==> config.mk <==
export PLATFORM = sky130hd
export DESIGN_NAME = scp_regs
export DESIGN_NICKNAME = d
export VERILOG_FILES = /design/src/scp_pkg.sv /design/src/scp_swing_if.sv /design/src/scp_regs.sv /design/src/scp_swing_dec.sv
export SDC_FILE = /design/constraint.sdc
export NUM_CORES = 1
export LEC_CHECK = 0
export BUFFER_PORTS_ARGS = -buffer_cell sky130_fd_sc_hd__buf_2
export CAP_MARGIN = 30
export CELL_PAD_IN_SITES_DETAIL_PLACEMENT = 0
export CELL_PAD_IN_SITES_GLOBAL_PLACEMENT = 1
export CORE_ASPECT_RATIO = 0.5
export CORE_MARGIN = 1
export CORE_UTILIZATION = 41
export CTS_CLUSTER_SIZE = 40
export DETAILED_ROUTE_END_ITERATION = 8
export HOLD_SLACK_MARGIN = 0.05
export MAX_ROUTING_LAYER = met4
export PLACE_DENSITY_LB_ADDON = 0.1
export SLEW_MARGIN = 20
export SYNTH_ARGS = -nofsm -noshare
export SYNTH_HDL_FRONTEND = slang
export SYNTH_HIERARCHICAL = 1
export SYNTH_SLANG_ARGS = --single-unit
==> constraint.sdc <==
create_clock -name CLK_I -period 11.7 [get_ports CLK_I]
set_input_delay 2.34 -clock CLK_I [delete_from_list [all_inputs] [get_ports CLK_I]]
set_output_delay 2.34 -clock CLK_I [all_outputs]
set_load 0.01 [all_outputs]
==> src/scp_pkg.sv <==
/*
   constants and types shared by the sync/clock/power register bank:
   register indices, field positions, reset values, swing formula terms.
   assumes word-aligned AHB-Lite access, byte address = 4 x index.
*/
package scp_pkg;
   // register indices; byte address is four times the index
   localparam logic [9:0] IDX_SYNC_REF    = 10'h084;
   localparam logic [9:0] IDX_STARTUP     = 10'h085;
   localparam logic [9:0] IDX_SWING       = 10'h08D;
   localparam logic [9:0] IDX_DRIVER      = 10'h08F;
   localparam logic [9:0] IDX_CONV_PD     = 10'h090;
   localparam logic [9:0] IDX_ACLK        = 10'h091;
   localparam logic [9:0] IDX_SWING_STAT  = 10'h092;

   // field positions
   localparam int SYNC_COUPLING_BIT = 6;
   localparam int SYNC_PD_BIT       = 0;
   localparam int START_A_LSB       = 4;
   localparam int START_A_MSB       = 6;
   localparam int START_B_BIT       = 1;
   localparam int START_C_BIT       = 0;
   localparam int SWING_MSB         = 4;
   localparam int DRIVER_OFF_BIT    = 0;
   localparam int ACLK_OFF_BIT      = 0;
   localparam int NUM_CONVERTERS    = 2;
   localparam int STAT_INVERT_BIT   = 0;
   localparam int STAT_BADCODE_BIT  = 1;

   // values after reset
   localparam logic [7:0] RST_SYNC_REF = 8'h00;
   localparam logic [2:0] RST_START_A  = 3'h1;
   localparam logic       RST_START_B  = 1'h1;
   localparam logic       RST_START_C  = 1'h0;
   localparam logic [4:0] RST_SWING    = 5'h00;
   localparam logic       RST_DRIVER   = 1'h0;
   localparam logic [1:0] RST_CONV_PD  = 2'h3;
   localparam logic [7:0] RST_ACLK     = 8'h01;

   // swing formula terms; base, step and offset in mV, top and last values are codes
   localparam int SWING_BASE_MV    = 993;
   localparam int SWING_STEP_MV    = 77;
   localparam int SWING_NEG_TOP    = 20;
   localparam int SWING_NEG_OFS_MV = 1000;
   localparam logic [4:0] SWING_LAST_POS = 5'h09;
   localparam logic [4:0] SWING_LAST_NEG = 5'h13;

   localparam logic [2:0] HSIZE_WORD = 3'h2;

   typedef enum logic [1:0] {
      BUS_IDLE,
      BUS_WR_DATA,
      BUS_RD_WAIT,
      BUS_RD_DATA
   } scp_bus_state_t;
endpackage : scp_pkg

==> src/scp_swing_if.sv <==
/*
   carrier between the register bank and the swing decoder.
   assumes both ends run on the same clock.
*/
`timescale 1ns/10ps
interface scp_swing_if;
   logic        [4:0]  code;
   logic signed [11:0] swing_mv;
   logic               invert;
   logic               code_valid;

   modport ctl (output code, input swing_mv, input invert, input code_valid);
   modport dec (input code, output swing_mv, output invert, output code_valid);
endinterface : scp_swing_if
==> src/scp_regs.sv <==
/*
   sync reference, start-up, clock driver and power-down register bank
   behind an AHB-Lite slave port. holds the control bits that steer the
   analog circuits and a status word for the decoded clock swing.
   assumes a single AHB-Lite master on CLK_I, word transfers only.
*/
// Implementation choice: register access over AHB-Lite.
// Summary of operation
// - bit 6 picks sync input coupling, AC/DC
// - bit 0 powers down sync receiver
// - codes 0-9: swing 993 minus 77 per step
// - codes 10-19: negative swing, inverted clock
// - driver control bit 0 powers driver down
// - one power-down bit per converter, reset set
// - analog clock receiver off after reset
`timescale 1ns/10ps
module scp_regs
   import scp_pkg::*;
(
   // clock and reset
   input  wire logic        CLK_I,
   input  wire logic        SYS_RST_I,
   // AHB-Lite slave
   input  wire logic        HSEL_I,
   input  wire logic [31:0] HADDR_I,
   input  wire logic [1:0]  HTRANS_I,
   input  wire logic        HWRITE_I,
   input  wire logic [2:0]  HSIZE_I,
   input  wire logic [31:0] HWDATA_I,
   input  wire logic        HREADY_I,
   output logic      [31:0] HRDATA_O,
   output logic             HREADYOUT_O,
   output logic             HRESP_O,
   // sync reference receiver
   output logic             SYNC_REF_COUPLING_SEL_O,
   output logic             SYNC_REF_RX_POWERDOWN_O,
   // start-up programming window
   output logic      [2:0]  STARTUP_CTRL_A_O,
   output logic             STARTUP_CTRL_B_O,
   output logic             STARTUP_CTRL_C_O,
   // observation clock output driver
   output logic      [4:0]  ADC_CLOCK_SWING_CODE_O,
   output logic      [11:0] ADC_CLOCK_SWING_MV_O,
   output logic             ADC_CLOCK_INVERT_O,
   output logic             ADC_CLOCK_DRIVER_OFF_O,
   // converters and analog clock
   output logic             CONVERTER0_POWERDOWN_O,
   output logic             CONVERTER1_POWERDOWN_O,
   output logic             ANALOG_CLOCK_RX_OFF_O
);
   scp_bus_state_t state;
   logic [9:0]     addr_idx;
   logic           addr_ok;
   logic           hready;
   logic [31:0]    hrdata;
   logic           accept;
   logic           word_ok;
   logic           wr_fire;

   logic [7:0]     sync_ref_control;
   logic [2:0]     startup_a;
   logic           startup_b;
   logic           startup_c;
   logic [4:0]     swing_code;
   logic           driver_off;
   logic [NUM_CONVERTERS-1:0] conv_pd;
   logic [7:0]     analog_clock_rx_control;

   scp_swing_if    swing_bus ();

   // decode of the captured address against one register index
   function automatic logic hit(input logic [9:0] idx, input logic [9:0] cur, input logic ok);
      hit = ok && (cur == idx);
   endfunction : hit

   // read view of the register file; reserved bits read as zero, except sync reference and analog clock, which return all 8 stored bits
   function automatic logic [7:0] rd_value(input logic [9:0] cur, input logic ok);
      rd_value = 8'h00;
      if (hit(IDX_SYNC_REF, cur, ok)) begin
         rd_value = sync_ref_control;
      end else if (hit(IDX_STARTUP, cur, ok)) begin
         rd_value[START_A_MSB:START_A_LSB] = startup_a;
         rd_value[START_B_BIT]             = startup_b;
         rd_value[START_C_BIT]             = startup_c;
      end else if (hit(IDX_SWING, cur, ok)) begin
         rd_value[SWING_MSB:0] = swing_code;
      end else if (hit(IDX_DRIVER, cur, ok)) begin
         rd_value[DRIVER_OFF_BIT] = driver_off;
      end else if (hit(IDX_CONV_PD, cur, ok)) begin
         rd_value[NUM_CONVERTERS-1:0] = conv_pd;
      end else if (hit(IDX_ACLK, cur, ok)) begin
         rd_value = analog_clock_rx_control;
      end else if (hit(IDX_SWING_STAT, cur, ok)) begin
         rd_value[STAT_INVERT_BIT]  = swing_bus.invert;
         rd_value[STAT_BADCODE_BIT] = !swing_bus.code_valid;
      end
   endfunction : rd_value

   assign accept  = HSEL_I && HTRANS_I[1] && HREADY_I;
   assign word_ok = (HSIZE_I == HSIZE_WORD);
   assign wr_fire = (state == BUS_WR_DATA);

   // bus phase tracking; reads take one wait state so read data come
   // from a register and already see a write that ended just before
   always_ff @(posedge CLK_I) begin
      if (SYS_RST_I) begin
         state <= BUS_IDLE;
         hready <= 1'b1;
      end else begin
         case (state)
            BUS_RD_WAIT: begin
               state  <= BUS_RD_DATA;
               hready <= 1'b1;
            end
            BUS_IDLE, BUS_WR_DATA, BUS_RD_DATA: begin
               if (accept && !HWRITE_I) begin
                  state  <= BUS_RD_WAIT;
                  hready <= 1'b0;
               end else if (accept && word_ok) begin
                  state <= BUS_WR_DATA;
               end else begin
                  state <= BUS_IDLE;
               end
            end
            default: begin
               state  <= BUS_IDLE;
               hready <= 1'b1;
            end
         endcase
      end
   end

   // address phase capture; partial-word and upper addresses decode to nothing
   always_ff @(posedge CLK_I) begin
      if (SYS_RST_I) begin
         addr_idx <= 10'h000;
         addr_ok  <= 1'b0;
      end else if (accept) begin
         addr_idx <= HADDR_I[11:2];
         addr_ok  <= (HADDR_I[31:12] == 20'h00000) && (HADDR_I[1:0] == 2'h0) && word_ok;
      end
   end

   // read data register
   always_ff @(posedge CLK_I) begin
      if (SYS_RST_I) begin
         hrdata <= 32'h00000000;
      end else if (state == BUS_RD_WAIT) begin
         hrdata <= {24'h000000, rd_value(addr_idx, addr_ok)};
      end
   end

   // sync reference control: every bit stored, reserved ones too
   always_ff @(posedge CLK_I) begin
      if (SYS_RST_I) begin
         sync_ref_control <= RST_SYNC_REF;
      end else if (wr_fire && hit(IDX_SYNC_REF, addr_idx, addr_ok)) begin
         sync_ref_control <= HWDATA_I[7:0];
      end
   end

   // start-up programming fields; sequencing is left to software
   always_ff @(posedge CLK_I) begin
      if (SYS_RST_I) begin
         startup_a <= RST_START_A;
         startup_b <= RST_START_B;
         startup_c <= RST_START_C;
      end else if (wr_fire && hit(IDX_STARTUP, addr_idx, addr_ok)) begin
         startup_a <= HWDATA_I[START_A_MSB:START_A_LSB];
         startup_b <= HWDATA_I[START_B_BIT];
         startup_c <= HWDATA_I[START_C_BIT];
      end
   end

   // clock driver swing code and power-down
   always_ff @(posedge CLK_I) begin
      if (SYS_RST_I) begin
         swing_code <= RST_SWING;
      end else if (wr_fire && hit(IDX_SWING, addr_idx, addr_ok)) begin
         swing_code <= HWDATA_I[SWING_MSB:0];
      end
   end

   always_ff @(posedge CLK_I) begin
      if (SYS_RST_I) begin
         driver_off <= RST_DRIVER;
      end else if (wr_fire && hit(IDX_DRIVER, addr_idx, addr_ok)) begin
         driver_off <= HWDATA_I[DRIVER_OFF_BIT];
      end
   end

   // one power-down bit per converter
   for (genvar i = 0; i < NUM_CONVERTERS; i++) begin : g_conv
      always_ff @(posedge CLK_I) begin
         if (SYS_RST_I) begin
            conv_pd[i] <= RST_CONV_PD[i];
         end else if (wr_fire && hit(IDX_CONV_PD, addr_idx, addr_ok)) begin
            conv_pd[i] <= HWDATA_I[i];
         end
      end
   end

   // analog clock receiver; starts powered down
   always_ff @(posedge CLK_I) begin
      if (SYS_RST_I) begin
         analog_clock_rx_control <= RST_ACLK;
      end else if (wr_fire && hit(IDX_ACLK, addr_idx, addr_ok)) begin
         analog_clock_rx_control <= HWDATA_I[7:0];
      end
   end

   assign swing_bus.code = swing_code;

   scp_swing_dec u_swing_dec (
      .CLK_I     (CLK_I),
      .SYS_RST_I (SYS_RST_I),
      .sw        (swing_bus)
   );

   // the decoded level lags the code by one cycle
   assign HRDATA_O                = hrdata;
   assign HREADYOUT_O             = hready;
   assign HRESP_O                 = 1'b0;
   assign SYNC_REF_COUPLING_SEL_O = sync_ref_control[SYNC_COUPLING_BIT];
   assign SYNC_REF_RX_POWERDOWN_O = sync_ref_control[SYNC_PD_BIT];
   assign STARTUP_CTRL_A_O        = startup_a;
   assign STARTUP_CTRL_B_O        = startup_b;
   assign STARTUP_CTRL_C_O        = startup_c;
   assign ADC_CLOCK_SWING_CODE_O  = swing_code;
   assign ADC_CLOCK_SWING_MV_O    = swing_bus.swing_mv;
   assign ADC_CLOCK_INVERT_O      = swing_bus.invert;
   assign ADC_CLOCK_DRIVER_OFF_O  = driver_off;
   assign CONVERTER0_POWERDOWN_O  = conv_pd[0];
   assign CONVERTER1_POWERDOWN_O  = conv_pd[1];
   assign ANALOG_CLOCK_RX_OFF_O   = analog_clock_rx_control[ACLK_OFF_BIT];

   AST_SYNC_COUPLING: assert property (
      @(posedge CLK_I) disable iff (SYS_RST_I)
      (wr_fire && hit(IDX_SYNC_REF, addr_idx, addr_ok)) |=>
         (SYNC_REF_COUPLING_SEL_O == $past(HWDATA_I[SYNC_COUPLING_BIT]))
   ) else $error("sync coupling bit did not follow write");

   AST_SYNC_PD: assert property (
      @(posedge CLK_I) disable iff (SYS_RST_I)
      (wr_fire && hit(IDX_SYNC_REF, addr_idx, addr_ok)) |=>
         (SYNC_REF_RX_POWERDOWN_O == $past(HWDATA_I[SYNC_PD_BIT]))
   ) else $error("sync power-down bit did not follow write");

   AST_SYNC_RESET: assert property (
      @(posedge CLK_I)
      SYS_RST_I |=> (!SYNC_REF_COUPLING_SEL_O && !SYNC_REF_RX_POWERDOWN_O)
   ) else $error("sync control not cleared by reset");

   AST_DRIVER_OFF: assert property (
      @(posedge CLK_I) disable iff (SYS_RST_I)
      (wr_fire && hit(IDX_DRIVER, addr_idx, addr_ok)) |=>
         (ADC_CLOCK_DRIVER_OFF_O == $past(HWDATA_I[DRIVER_OFF_BIT]))
   ) else $error("driver power-down bit did not follow write");

   AST_CONV_PD_RESET: assert property (
      @(posedge CLK_I)
      SYS_RST_I |=> (CONVERTER0_POWERDOWN_O && CONVERTER1_POWERDOWN_O && !ADC_CLOCK_DRIVER_OFF_O)
   ) else $error("converters not powered down after reset");

   AST_CONV_PD_HOLD: assert property (
      @(posedge CLK_I) disable iff (SYS_RST_I)
      !(wr_fire && hit(IDX_CONV_PD, addr_idx, addr_ok)) |=>
         ({CONVERTER1_POWERDOWN_O, CONVERTER0_POWERDOWN_O} == $past(conv_pd))
   ) else $error("converter power-down changed without a write");

   AST_ACLK_RESET: assert property (
      @(posedge CLK_I)
      SYS_RST_I ##1 (!SYS_RST_I && !wr_fire)[*2] |-> ANALOG_CLOCK_RX_OFF_O
   ) else $error("analog clock receiver not off after reset");

   AST_READ_TIMING: assert property (
      @(posedge CLK_I) disable iff (SYS_RST_I)
      (accept && !HWRITE_I) |=> !HREADYOUT_O ##1 HREADYOUT_O
   ) else $error("read did not complete with one wait state");

   AST_WRITE_TIMING: assert property (
      @(posedge CLK_I) disable iff (SYS_RST_I)
      (accept && HWRITE_I) |=> HREADYOUT_O
   ) else $error("write data phase was stalled");

   // hold checks catch a stray write strobe or a loose index decode
   AST_SYNC_HOLD: assert property (
      @(posedge CLK_I) disable iff (SYS_RST_I)
      !(wr_fire && hit(IDX_SYNC_REF, addr_idx, addr_ok)) |=>
         $stable({SYNC_REF_COUPLING_SEL_O, SYNC_REF_RX_POWERDOWN_O})
   ) else $error("sync control changed without a write");

   AST_STARTUP_RESET: assert property (
      @(posedge CLK_I)
      SYS_RST_I |=> (STARTUP_CTRL_A_O == RST_START_A && STARTUP_CTRL_B_O == RST_START_B &&
                     STARTUP_CTRL_C_O == RST_START_C)
   ) else $error("start-up fields not restored by reset");

   AST_STARTUP_WRITE: assert property (
      @(posedge CLK_I) disable iff (SYS_RST_I)
      (wr_fire && hit(IDX_STARTUP, addr_idx, addr_ok)) |=>
         (STARTUP_CTRL_A_O == $past(HWDATA_I[START_A_MSB:START_A_LSB]) &&
          STARTUP_CTRL_B_O == $past(HWDATA_I[START_B_BIT]) &&
          STARTUP_CTRL_C_O == $past(HWDATA_I[START_C_BIT]))
   ) else $error("start-up fields did not follow write");

   AST_STARTUP_HOLD: assert property (
      @(posedge CLK_I) disable iff (SYS_RST_I)
      !(wr_fire && hit(IDX_STARTUP, addr_idx, addr_ok)) |=>
         $stable({STARTUP_CTRL_A_O, STARTUP_CTRL_B_O, STARTUP_CTRL_C_O})
   ) else $error("start-up fields changed without a write");

   AST_SWING_CODE_WRITE: assert property (
      @(posedge CLK_I) disable iff (SYS_RST_I)
      (wr_fire && hit(IDX_SWING, addr_idx, addr_ok)) |=>
         (ADC_CLOCK_SWING_CODE_O == $past(HWDATA_I[SWING_MSB:0]))
   ) else $error("swing code did not follow write");

   AST_SWING_RESET: assert property (
      @(posedge CLK_I)
      SYS_RST_I |=> (ADC_CLOCK_SWING_CODE_O == RST_SWING && !ADC_CLOCK_INVERT_O &&
                     ADC_CLOCK_SWING_MV_O == 12'(SWING_BASE_MV))
   ) else $error("swing not restored by reset");

   AST_DRIVER_HOLD: assert property (
      @(posedge CLK_I) disable iff (SYS_RST_I)
      !(wr_fire && hit(IDX_DRIVER, addr_idx, addr_ok)) |=> $stable(ADC_CLOCK_DRIVER_OFF_O)
   ) else $error("driver power-down changed without a write");

   AST_CONV_PD_WRITE: assert property (
      @(posedge CLK_I) disable iff (SYS_RST_I)
      (wr_fire && hit(IDX_CONV_PD, addr_idx, addr_ok)) |=>
         ({CONVERTER1_POWERDOWN_O, CONVERTER0_POWERDOWN_O} == $past(HWDATA_I[NUM_CONVERTERS-1:0]))
   ) else $error("converter power-down did not follow write");

   AST_ACLK_WRITE: assert property (
      @(posedge CLK_I) disable iff (SYS_RST_I)
      (wr_fire && hit(IDX_ACLK, addr_idx, addr_ok)) |=>
         (ANALOG_CLOCK_RX_OFF_O == $past(HWDATA_I[ACLK_OFF_BIT]))
   ) else $error("analog clock receiver bit did not follow write");

   AST_ACLK_HOLD: assert property (
      @(posedge CLK_I) disable iff (SYS_RST_I)
      !(wr_fire && hit(IDX_ACLK, addr_idx, addr_ok)) |=> $stable(ANALOG_CLOCK_RX_OFF_O)
   ) else $error("analog clock receiver bit changed without a write");
endmodule : scp_regs

==> src/scp_swing_dec.sv <==
/*
   swing decoder: turns the clock driver swing code into a signed mV level
   and an inversion flag, all registered.
   assumes the code comes from a register on the same clock.
*/
`timescale 1ns/10ps
module scp_swing_dec
   import scp_pkg::*;
(
   // clock and reset
   input  wire logic CLK_I,
   input  wire logic SYS_RST_I,
   // code in, level out
   scp_swing_if.dec  sw
);
   logic signed [11:0] next_swing_mv;
   logic               next_invert;
   logic               next_valid;

   always_comb begin
      next_swing_mv = 12'sh000;
      next_invert   = 1'b0;
      next_valid    = 1'b1;
      if (sw.code <= SWING_LAST_POS) begin
         next_swing_mv = 12'(SWING_BASE_MV - SWING_STEP_MV * int'(sw.code));
      end else if (sw.code <= SWING_LAST_NEG) begin
         // negative level means the output clock is inverted
         next_swing_mv = 12'((SWING_NEG_TOP - int'(sw.code)) * SWING_STEP_MV - SWING_NEG_OFS_MV);
         next_invert   = 1'b1;
      end else begin
         // codes 20..31 have no defined level; report them and drive zero
         next_valid = 1'b0;
      end
   end

   always_ff @(posedge CLK_I) begin
      if (SYS_RST_I) begin
         sw.swing_mv   <= 12'(SWING_BASE_MV);
         sw.invert     <= 1'b0;
         sw.code_valid <= 1'b1;
      end else begin
         sw.swing_mv   <= next_swing_mv;
         sw.invert     <= next_invert;
         sw.code_valid <= next_valid;
      end
   end

   AST_SWING_LINEAR: assert property (
      @(posedge CLK_I) disable iff (SYS_RST_I)
      (sw.code <= SWING_LAST_POS) |=>
         (sw.swing_mv == 12'(SWING_BASE_MV - SWING_STEP_MV * int'($past(sw.code))) && !sw.invert)
   ) else $error("swing level wrong for codes 0 to 9");

   AST_SWING_NEGATIVE: assert property (
      @(posedge CLK_I) disable iff (SYS_RST_I)
      (sw.code > SWING_LAST_POS && sw.code <= SWING_LAST_NEG) |=>
         (sw.invert && sw.swing_mv < 0 &&
          sw.swing_mv == 12'((SWING_NEG_TOP - int'($past(sw.code))) * SWING_STEP_MV - SWING_NEG_OFS_MV))
   ) else $error("swing level wrong for codes 10 to 19");
endmodule : scp_swing_dec

* Yosys cells after proc, flatten, opt, wreduce, memory -nomap -nowiden
Index checks and enable logic that the tools add are counted.
W data, S select, Z words.
** Operators by class
- Multiply operators :: 2
- Add/subtract/negate cells :: 3
- Equality and inequality tests :: 12
- Order comparisons :: 2
- Reductions and logical operators :: 26
- Mux-type cells :: 22
** Operators with widths (number)
- $eq A10 B8 Y1 const B :: 7
- $mul A32 B8 Y12 const B :: 1
- $mux W12 :: 2
- $logic_not A20 Y1 :: 1
- $logic_and A1 B1 Y1 :: 19
- $mul A7 B5 Y12 const A :: 1
- $mux W2 :: 6
- $mux W6 :: 2
- $sub A11 B12 Y12 const A :: 1
- $sub A12 B11 Y12 const B :: 1
- $mux W8 :: 1
- $mux W7 :: 1
- $mux W3 :: 2
- $sub A5 B5 Y6 const A :: 1
- $le A5 B4 Y1 const B :: 1
- $le A5 B5 Y1 const B :: 1
- $mux W1 :: 5
- $mux W5 :: 1
- $eq A2 B2 Y1 const B :: 2
- $logic_not A2 Y1 :: 2
- $pmux W2 S2 :: 1
- $eq A3 B2 Y1 const B :: 1
- $reduce_or A3 Y1 :: 1
- $eq A2 B1 Y1 const B :: 1
- other kinds (4) :: 5
** Storage, ports and cells
- Output and inout bits :: 63
- Register bits :: 65
- Word-level logic and storage cells :: 84
- Input port bits :: 74

* Logic depth before layout (Yosys ltp)
Gate-level depths: netlist of the first run.
- Depth after elaboration :: 9
- Depth in mapped cells :: 20
- Gate-level depth less buffers :: 19

* Modules after synthesis
Netlist of the first run, hierarchy kept.
** Modules (own cells, without submodules)
- scp_regs :: sequential area each 1021.0 um^2, times used 1, area an instance 2501.1 um^2, cells each 297
- scp_swing_dec :: sequential area each 280.3 um^2, times used 1, area an instance 2034.5 um^2, cells each 224

* Least setup slack after synthesis of the first run
Ideal clock, no wire load.
- Kind :: register to register
- Start point :: register swing_code[0] (netlist: ADC_CLOCK_SWING_CODE_O[0])
- End point :: register u_swing_dec.sw.swing_mv[9]
- Clock period less this slack :: 4.451 ns
- Path buffers :: 1
- Slack :: 7.249 ns
- Stages on the path, launching flop included :: 18
- Arrival :: 4.335 ns
- Path through :: dfxtp_1 buf_6 inv_1 ha_1 nor2b_4 nor3_1 nor2_1 xnor2_1 ha_1 fa_1 ha_1 xor2_1 ha_1 a21o_1 and4_1 or3_1 a41o_2 a31o_2
** On the way
- Longest elaborated chain between the ends :: 5
- Elaborated cells between the ends (all ways) :: 9
- Those cells by class :: add/sub (3); mul (2); order compare (2); mux (2)
** Ends and longest elaborated chain
- from (decl) :: line scp_regs.sv:64 : logic [4:0] swing_code;
- from (signal assigned) :: line scp_regs.sv:180 : swing_code <= HWDATA_I[SWING_MSB:0];
- $sub A5 B5 Y6 :: line scp_swing_dec.sv:28 : next_swing_mv = 12'((SWING_NEG_TOP - int'(sw.code)) * SWING_STEP_MV - SWING_NEG_OFS_MV);
- $mul A32 B8 Y12 :: line scp_swing_dec.sv:28
- $sub A12 B11 Y12 :: line scp_swing_dec.sv:28
- $mux W12 :: line scp_swing_dec.sv:26 : end else if (sw.code <= SWING_LAST_NEG) begin
- $mux W12 (*) :: line scp_swing_dec.sv:24 : if (sw.code <= SWING_LAST_POS) begin
- to (signal assigned) :: line scp_swing_dec.sv:38 : sw.swing_mv <= 12'(SWING_BASE_MV);
- to (signal assigned) :: line scp_swing_dec.sv:42 : sw.swing_mv <= next_swing_mv;
- to (decl) :: line scp_swing_if.sv:13 : modport dec (input code, output swing_mv, output invert, output code_valid);
Every way passes the cells marked *; elsewhere a longest branch is shown, timed or not.
A chain may end at the register's enable or synchronous reset.

* Worst setup path in the final report of the first run
- Start point :: register swing_code[0] (netlist: ADC_CLOCK_SWING_CODE_O[0])
- End point :: register u_swing_dec.sw.swing_mv[10]
The elaborated chain is that of the path after synthesis.

==> results by group, run 1 <==
Finish
  – Share of cells above drive strength 1: 0.216
  – Most frequent cells in the layout: buf_2, dfxtp_1, ha_1
  – Commonest non-fill, non-tap cell in the layout: buf_2
  – Area growth, synth to finish: 16.1%
  – Layout fillers: 1046
  – Diodes inserted: 0
  – Final instance area: 0.00527 mm2
  – Core Util, Final: 0.503
  – # nets final: 733

STA
  – Hold Violations, Final: 0
  – Hold WS: 0.446 ns
  – Final setup vio count: 0
  – Slew Limit Fails: 0
  – RSZ-0062 raised after global routing: no
  – Worst Tran Pin Value: 0.837 ns
  – F_max: 189 MHz
  – Period utilization: 0.451
  – Fin crit period: 5.28 ns
  – Slew Limit Headroom: 0.438
  – Final clock skew: 0.00610 ns
  – Post-Route Setup TNS: 0 ns

Placed design
  – Gpl congestion: 0.825
  – Placed cell area: 0.00495 mm2
  – Port Buffers: 86
  – DP HPWL: 8200 um

Die
  – Core ar.: 0.0105 mm2
  – Rows: 26
  – Initial Utilization: 0.433
  – Top Ports: 137
  – Die Span Y: 76.4 um
  – Die X: 151 um
  – Die area: 0.0115 mm2

Clock tree
  – CTS Sinks: 65
  – TritonCTS clock tree: yes
  – Post_cts resized: 0
  – H-tree depth: 3
  – Longest Clk Path Bufs: 2
  – Root buffer cell: clkbuf_16
  – Worst-skew pair later-pin latency: 0.33 ns
  – CTS Buf Count: 9
  – CTS clk-pin slew, worst paths: 0.06 ns
  – Post-CTS setup repair buffer count: 0
  – Cts hold-fix bufs: 0

Power
  – Static Leak: 2.36 nW
  – Maximum vdd drop: 0.0544 mV
  – Cell Pwr Density: 102 mW/mm2

Yosys
  – Synthesis-stage register bit count: 65
  – Sequential fraction of the synthesis area: 0.287
  – Async SR Flop Fraction: 0
  – Yosys top cell by area: dfxtp_1
  – EDFF count, synth: 0
  – Synth top area share: 0.287
  – Post-Syn Instances: 521
  – Yosys warns: 6
  – Ys flop type: dfxtp_1
  – Avg Cell Area, Syn: 8.71 um2
  – Yosys cell types: 74
  – Synth top area cells: dfxtp_1, ha_1, buf_4, a21oi_1, nand2_1
  – Synthesized area: 0.00454 mm2

Critical path
  – Arrival time worst endpoint: 5.46 ns
  – Slowest stage cell, crit path: dfxtp_1
  – Required time of the critical path: 11.88 ns
  – Crit path top cell by count: ha_1
  – CP peak stage delay: 0.85 ns
  – Critical setup path kind: reg -> reg
  – Crit path max-delay family: adder cells
  – Buffers & Inverters on Critical Path: 1
  – Worst-path cell chain: inv_1 -> ha_1 -> nor2b_4 -> nor3_1 -> nor2_1 -> xnor2_1 -> ha_1 -> fa_1 -> ha_1 -> xor2_1 -> fa_1 -> a21o_1 -> a21oi_1 -> nor4_1 -> a2111oi_0 -> o32ai_1
  – Startpoint types: register
  – Critical Path End Type: register
  – Crit path max fanout: 18

Min path
  – Hold Crit Class: reg -> reg

Global routing
  – First-pass GRT wire length: 17900 um
  – Global Route Usage Sum: 0.205
  – Initial antenna violation count: 0
  – Vias in the first global route: 3584
  – Grt total ovfl: 0
  – Pin count of the biggest net entering global routing: 67

Drt
  – DRT Wirelength: 10800 um
  – Via density: 5.15
  – Vias: 3826
  – Initial drt markers: 173
  – Final ANT Viol Nets: 0
  – Post-route DRC violation count: 0
  – Initial DRT Pass Iterations: 5
  – DR WL/cell: 14.6 um

Flow run
  – Maxcap violations: 0

Outcome
  – Status: complete, no violations
-- where the power goes --
part	internal (mW)	total [mW]	switching (mW)
Clock	0.178	0.280	0.103
Sequential	0.224	0.226	0.00272
Combinational	0.0114	0.0297	0.0183
-- cell usage after synthesis (all sizes together), types with 4 or more instances --
master  instances
or3             4
nand2b          8
ha             56
a31oi           5
mux2i          16
a21oi          39
dfxtp          65
buf            32
a21o            6
nor3            8
nor2b           7
and3            6
nand3          16
inv            34
nand4           4
a22oi           5
o21ai          13
fa              5
xnor2           8
nor4            9
clkbuf         14
nand2          49
a211oi          5
xor2            5
nor2           45
-- state kept, by name (all words and copies together), names as in the netlist --
| signal | cells |
|---|---|
| sync_ref_control | 8 |
| HRDATA_O | 8 |
| u_swing_dec/sw.swing_mv | 12 |
| ADC_CLOCK_SWING_CODE_O | 5 |
| u_swing_dec/sw.invert | 1 |
| STARTUP_CTRL_A_O | 3 |
| analog_clock_rx_control | 8 |
| CONVERTER0_POWERDOWN_O | 1 |
| CONVERTER1_POWERDOWN_O | 1 |
| HREADYOUT_O | 1 |
| addr_idx | 10 |
| STARTUP_CTRL_C_O | 1 |
| u_swing_dec/sw.code_valid | 1 |
| STARTUP_CTRL_B_O | 1 |
| addr_ok | 1 |
| state | 2 |
| ADC_CLOCK_DRIVER_OFF_O | 1 |
-- logic make-up after synthesis --
kind of cell,count (synthesis),share of synthesized area
and+or+nand+nor,171,0.201
AOI/OAI and AO/OA,114,0.181
buffers and inverters,80,0.0935
DFF,65,0.287
adders and majority gates,61,0.177
muxes,16,0.0353
xor gates and xnor gates,13,0.0251
other,1,0.000827
-- worst min-delay path: stages, from the launching register on --
cell and delay (ns):
dfxtp_1 0.31, nand2_1 0.05, nand2_1 0.05
-- routing by layer --
| layer | part of all wire | wire length [um] | GRT usage | up-vias |
|---|---|---|---|---|
| li1 | - | - | - | 1953 |
| met1 | 0.48 | 5220 | 0.265 | 1771 |
| met2 | 0.47 | 5080 | 0.325 | 97 |
| met3 | 0.043 | 470 | 0.0401 | 5 |
| met4 | 0.0054 | 59 | 0.0550 | 0 |
| met5 | 0 | 0 | - | - |
-- worst paths after layout --
check / startpoint / end / slack [ns] / cells past startpoint
worst max-delay path: ADC_CLOCK_SWING_CODE_O[0] / u_swing_dec/sw.swing_mv[10] / 6.42 / 16
worst max register to register: ADC_CLOCK_SWING_CODE_O[0] / u_swing_dec/sw.swing_mv[10] / 6.42 / 16
worst min register to register: HREADYOUT_O / HREADYOUT_O / 0.45 / 2
worst min-delay path: HREADYOUT_O / HREADYOUT_O / 0.45 / 2
-- stage by stage --
stage / power, mW / setup WS (ns) / instances
after detailed placement: 0.261 / 6.43 / 727
after CTS: 0.544 / 6.42 / 743
after global placement: 0.261 / 6.54 / 727
final: 0.536 / 6.42 / 743
after global routing: 0.557 / 6.03 / 743
after floorplan: 0.253 / 7.25 / 545
-- area by class of cell --
cell class,count,area [um2],share of cell area
multi-input cells,400,2900,0.551
flip-flops and latches,65,1300,0.247
repair buffers,88,445,0.0846
clock buffers,11,253,0.0480
well taps,140,175,0.0333
inverters,34,128,0.0242
clock inverters,5,62.6,0.0119
(Power assumes the default switching activity.)
==> run 2: changes to the inputs <==
--- a/config.mk
+++ b/config.mk
@@ -11,7 +11,7 @@
 export CELL_PAD_IN_SITES_GLOBAL_PLACEMENT = 1
 export CORE_ASPECT_RATIO = 0.5
 export CORE_MARGIN = 1
-export CORE_UTILIZATION = 41
+export CORE_UTILIZATION = 35
 export CTS_CLUSTER_SIZE = 40
 export DETAILED_ROUTE_END_ITERATION = 8
 export HOLD_SLACK_MARGIN = 0.05
==> constraint.sdc (replaced) <==
create_clock -name CLK_I -period 4.7 [get_ports CLK_I]
set_input_delay 0.94 -clock CLK_I [delete_from_list [all_inputs] [get_ports CLK_I]]
set_output_delay 0.94 -clock CLK_I [all_outputs]
set_load 0.01 [all_outputs]
==> results by group, run 2 (synthesis gave the netlist of run 1 again) <==
Min path
  – Hold Crit Class: reg -> reg
  – Hold Path Depth: 2
  – Hold_sp: HREADYOUT_O

Critical path
  – Crit path max fanout: 4
  – Arrival time worst endpoint: 4.54 ns
  – CP peak stage delay: 0.36 ns
  – Buffers & Inverters on Critical Path: 3
  – Crit path top cell by count: ha_1
  – Critical setup path kind: reg -> reg
  – Worst-path cell chain: inv_1 -> ha_1 -> nor2b_4 -> o21a_1 -> nor2_1 -> buf_4 -> inv_1 -> ha_1 -> nor2_1 -> xor2_1 -> ha_1 -> ha_1 -> ha_1 -> ha_1 -> a21oi_1 -> o21bai_1 -> or3_1 -> a41o_2 -> a31o_2
  – Critical Path End Type: register
  – Required time of the critical path: 4.93 ns
  – Setup slack, reg-to-reg: 0.39 ns
  – Crit path max-delay family: adder cells
  – Startpoint types: register
  – Worst reg2reg path depth: 19
  – Crit path launch: ADC_CLOCK_SWING_CODE_O[0]
  – RR Startpoint: ADC_CLOCK_SWING_CODE_O[0]
  – Stages on worst setup path: 19
  – Slowest stage cell, crit path: ha_1

Clock tree
  – CTS Buf Count: 9
  – Post_cts resized: 0
  – Worst-skew pair later-pin latency: 0.34 ns
  – CTS Sinks: 65
  – Longest Clk Path Bufs: 2
  – Cts hold-fix bufs: 0
  – H-tree depth: 3
  – CTS clk-pin slew, worst paths: 0.06 ns
  – Post-CTS setup repair buffer count: 0
  – Root buffer cell: clkbuf_16
  – TritonCTS clock tree: yes

Die
  – Core ar.: 0.0122 mm2
  – Top Ports: 137
  – Die area: 0.0134 mm2
  – Die X: 163 um
  – Die Span Y: 82.5 um
  – Rows: 28
  – Initial Utilization: 0.371

Global routing
  – Global Route Usage Sum: 0.193
  – Initial antenna violation count: 0
  – Pin count of the biggest net entering global routing: 39
  – Vias in the first global route: 3764
  – First-pass GRT wire length: 19000 um
  – Grt total ovfl: 0

Power
  – Cell Pwr Density: 239 mW/mm2
  – Static Leak: 2.40 nW
  – Maximum vdd drop: 0.156 mV

STA
  – Post-Route Setup TNS: 0 ns
  – F_max: 232 MHz
  – Period utilization: 0.917
  – Final clock skew: 0.00780 ns
  – Final setup vio count: 0
  – Final worst slack: 0.392 ns
  – Slew Limit Fails: 0
  – RSZ-0062 raised after global routing: no
  – Fin crit period: 4.31 ns
  – Worst Tran Pin Value: 0.886 ns
  – Hold Violations, Final: 0
  – Slew Limit Headroom: 0.405

Finish
  – Commonest non-fill, non-tap cell in the layout: buf_2
  – Largest reg by FF count: u_swing_dec/sw.swing_mv
  – Most frequent cells in the layout: buf_2, dfxtp_1, ha_1
  – Diodes inserted: 0
  – Share of cells above drive strength 1: 0.228
  – Layout fillers: 1271
  – Core Util, Final: 0.437
  – Area growth, synth to finish: 17.8%
  – # nets final: 744
  – Top flop regs: u_swing_dec/sw.swing_mv (12), addr_idx (10)
  – Largest register FFs: 12
  – Final instance area: 0.00534 mm2

Drt
  – Via density: 5.01
  – DRT Wirelength: 11800 um
  – Vias: 3901
  – Final ANT Viol Nets: 0
  – Initial drt markers: 153
  – Initial DRT Pass Iterations: 4
  – Post-route DRC violation count: 0
  – DR WL/cell: 15.1 um

Placed design
  – Port Buffers: 86
  – Gpl congestion: 0.805
  – Place WS: 0.406 ns
  – Placed cell area: 0.00506 mm2
  – DP HPWL: 9020 um

Outcome
  – Status: complete, no violations

Flow run
  – Maxcap violations: 0
## run 2: cell count changes in the layout (fill, tap and decap cells not counted), sizes merged
cell	delta
buf	+11
bufinv	-1
clkbuf	-1
inv	+2
## run 2: power by group
| group | internal [mW] | leakage [nW] | switching [mW] | total, mW |
|---|---|---|---|---|
| sequential | 0.556 | 0.525 | 0.00698 | 0.563 |
| clock | 0.364 | 0.130 | 0.275 | 0.639 |
| combinational | 0.0285 | 1.74 | 0.0468 | 0.0752 |
## run 2: layout make-up
cell class,count,area (um2),area share
tap,165,206,0.0386
timing repair buffer,99,528,0.0988
clock buffer,10,229,0.0429
clock inverter,6,50.0,0.00937
sequential,65,1300,0.244
inverter,34,128,0.0239
multi-input combinational,400,2900,0.543
## run 2: worst paths after layout
path | end
min reg2reg | HREADYOUT_O
max | u_swing_dec/sw.swing_mv[9]
max reg2reg | u_swing_dec/sw.swing_mv[9]
min | HREADYOUT_O
## run 2: metal layers
metal	part of all wire	vias up	track usage
li1	-	1976	-
met1	0.49	1813	0.230
met2	0.46	102	0.330
met3	0.044	10	0.0425
met4	0.012	0	0.0626
met5	0	-	-
## run 2: worst reg2reg max path: stages, from the launching register on
cell and delay [ns]:
dfxtp_1 0.31, inv_1 0.07, ha_1 0.28, nor2b_4 0.08, o21a_1 0.20, nor2_1 0.20
buf_4 0.17, inv_1 0.05, ha_1 0.18, nor2_1 0.15, xor2_1 0.18, ha_1 0.25
ha_1 0.30, ha_1 0.29, ha_1 0.36, a21oi_1 0.17, o21bai_1 0.10, or3_1 0.36
a41o_2 0.27, a31o_2 0.21
## run 2: stage by stage
| stage | std cells | power [mW] | hold slack, ns |
|---|---|---|---|
| after detailed placement | 763 | 0.651 | 0.436 |
| final | 779 | 1.28 | 0.448 |
| after CTS | 779 | 1.30 | 0.448 |
| after floorplan | 545 | 0.631 | 0.432 |
| after global placement | 763 | 0.651 | 0.439 |
| after global routing | 779 | 1.33 | 0.474 |
==> run 3: changes to the inputs <==
--- a/config.mk
+++ b/config.mk
@@ -17,6 +17,7 @@
 export HOLD_SLACK_MARGIN = 0.05
 export MAX_ROUTING_LAYER = met4
 export PLACE_DENSITY_LB_ADDON = 0.1
+export REMOVE_ABC_BUFFERS = 1
 export SLEW_MARGIN = 20
 export SYNTH_ARGS = -nofsm -noshare
 export SYNTH_HDL_FRONTEND = slang
==> results by group, run 3 (synthesis gave the netlist of run 1 again) <==
Outcome
  – Status: complete, no violations

STA
  – Slew Limit Fails: 0
  – Period utilization: 0.925
  – Hold WS: 0.449 ns
  – F_max: 230 MHz
  – Final clock skew: 0.0105 ns
  – Slew Limit Headroom: 0.490
  – Fin crit period: 4.35 ns
  – Final setup vio count: 0
  – Hold Violations, Final: 0
  – Post-Route Setup TNS: 0 ns
  – Final worst slack: 0.354 ns
  – RSZ-0062 raised after global routing: no
  – Worst Tran Pin Value: 0.764 ns

Finish
  – Largest reg by FF count: u_swing_dec/sw.swing_mv
  – Most frequent cells in the layout: buf_2, dfxtp_1, ha_1
  – Largest register FFs: 12
  – Area growth, synth to finish: 19.3%
  – # nets final: 746
  – Share of cells above drive strength 1: 0.232
  – Commonest non-fill, non-tap cell in the layout: buf_2
  – Top flop regs: u_swing_dec/sw.swing_mv (12), addr_idx (10)
  – Diodes inserted: 0

Critical path
  – Crit path max fanout: 4
  – Critical setup path kind: reg -> reg
  – Required time of the critical path: 4.91 ns
  – Critical Path End Type: register
  – Arrival time worst endpoint: 4.55 ns
  – Startpoint types: register

Drt
  – DRT Wirelength: 11400 um
  – Vias: 3833
  – DR WL/cell: 14.7 um
  – Initial drt markers: 123
  – Post-route DRC violation count: 0
  – Final ANT Viol Nets: 0
  – Via density: 4.91
  – Initial DRT Pass Iterations: 4

Global routing
  – Grt total ovfl: 0
  – Global Route Usage Sum: 0.188
  – First-pass GRT wire length: 18700 um
  – Initial antenna violation count: 0
  – Pin count of the biggest net entering global routing: 55
  – Vias in the first global route: 3662

Power
  – Cell Pwr Density: 253 mW/mm2
  – Static Leak: 2.43 nW
  – Maximum vdd drop: 0.142 mV

Clock tree
  – H-tree depth: 3
  – Longest Clk Path Bufs: 2
  – Worst-skew pair later-pin latency: 0.34 ns
  – CTS Sinks: 65
  – Post-CTS setup repair buffer count: 0
  – TritonCTS clock tree: yes
  – CTS Buf Count: 9
  – Root buffer cell: clkbuf_16
  – CTS clk-pin slew, worst paths: 0.06 ns

Placed design
  – Gpl congestion: 0.775
  – Port Buffers: 86
  – DP HPWL: 8600 um
  – Place WS: 0.301 ns

Die
  – Die Span Y: 82.5 um
  – Rows: 28
  – Die area: 0.0134 mm2
  – Top Ports: 137
  – Core ar.: 0.0122 mm2
  – Die X: 163 um
  – Initial Utilization: 0.371

Min path
  – Hold Crit Class: reg -> reg

Flow run
  – Maxcap violations: 0
-- run 3: changes by cell type in the layout (fill, tap and decap cells not counted) --
cell       previous run  this run
inv_6                 3         0
buf_4                13        15
bufinv_16             0         2
a2111oi_0             1         0
a2111oi_1             0         1
clkbuf_1              1         0
clkinv_4              1         2
inv_8                 0         1
-- run 3: worst max-delay path: stages (launching register included) --
cell	delay [ns]
dfxtp_1	0.32
inv_1	0.08
ha_1	0.29
nor2b_4	0.08
o21a_1	0.20
nor2_1	0.19
xnor2_1	0.15
ha_1	0.27
fa_1	0.49
ha_1	0.33
xor2_1	0.20
fa_1	0.49
a21o_1	0.19
a21oi_1	0.28
nor4_1	0.08
a2111oi_1	0.33
buf_4	0.18
o32ai_1	0.07
-- run 3: power by group --
part | internal, mW | switching [mW]
clock network | 0.469 | 0.261
registers | 0.557 | 0.00671
logic | 0.0284 | 0.0457
total | 1.05 | 0.314
-- run 3: what timing repair did --
action	4_1_cts	5_1_grt
resized for setup	0	1
endpoints found under the setup margin	0	1
hold buffers	0	0
-- run 3: worst paths after layout --
kind | startpoint | to | slack (ns) | cells after the start
setup / recovery | ADC_CLOCK_SWING_CODE_O[0] | u_swing_dec/sw.swing_mv[10] | 0.35 | 17
hold / removal | HREADYOUT_O | HREADYOUT_O | 0.45 | 2
setup reg to reg | ADC_CLOCK_SWING_CODE_O[0] | u_swing_dec/sw.swing_mv[10] | 0.35 | 17
hold reg to reg | HREADYOUT_O | HREADYOUT_O | 0.45 | 2
-- run 3: metal layers --
metal	wire length, um	GRT usage	up-vias
li1	-	-	1989
met1	5740	0.245	1739
met2	5090	0.302	101
met3	590	0.0405	4
met4	34	0.0421	0
met5	0	-	-
-- run 3: through the flow --
step / instances / utilization / area (um2) / total power [mW]
floorplan: 499 / - / 4330 / 0.607
global placement: 765 / 0.415 / 5080 / 0.650
detailed placement: 765 / 0.415 / 5080 / 0.650
CTS: 781 / 0.442 / 5410 / 1.39
global route: 781 / 0.442 / 5410 / 1.43
finish: 781 / 0.442 / 5410 / 1.37
-- run 3: area by class of cell --
| cell class | instances | area [um2] |
|---|---|---|
| fill | 1253 | 6820 |
| multi-input combinational | 400 | 2900 |
| sequential | 65 | 1300 |
| timing repair buffer | 101 | 543 |
| clock buffer | 9 | 225 |
| tap | 165 | 206 |
| inverter | 34 | 128 |
| clock inverter | 7 | 104 |
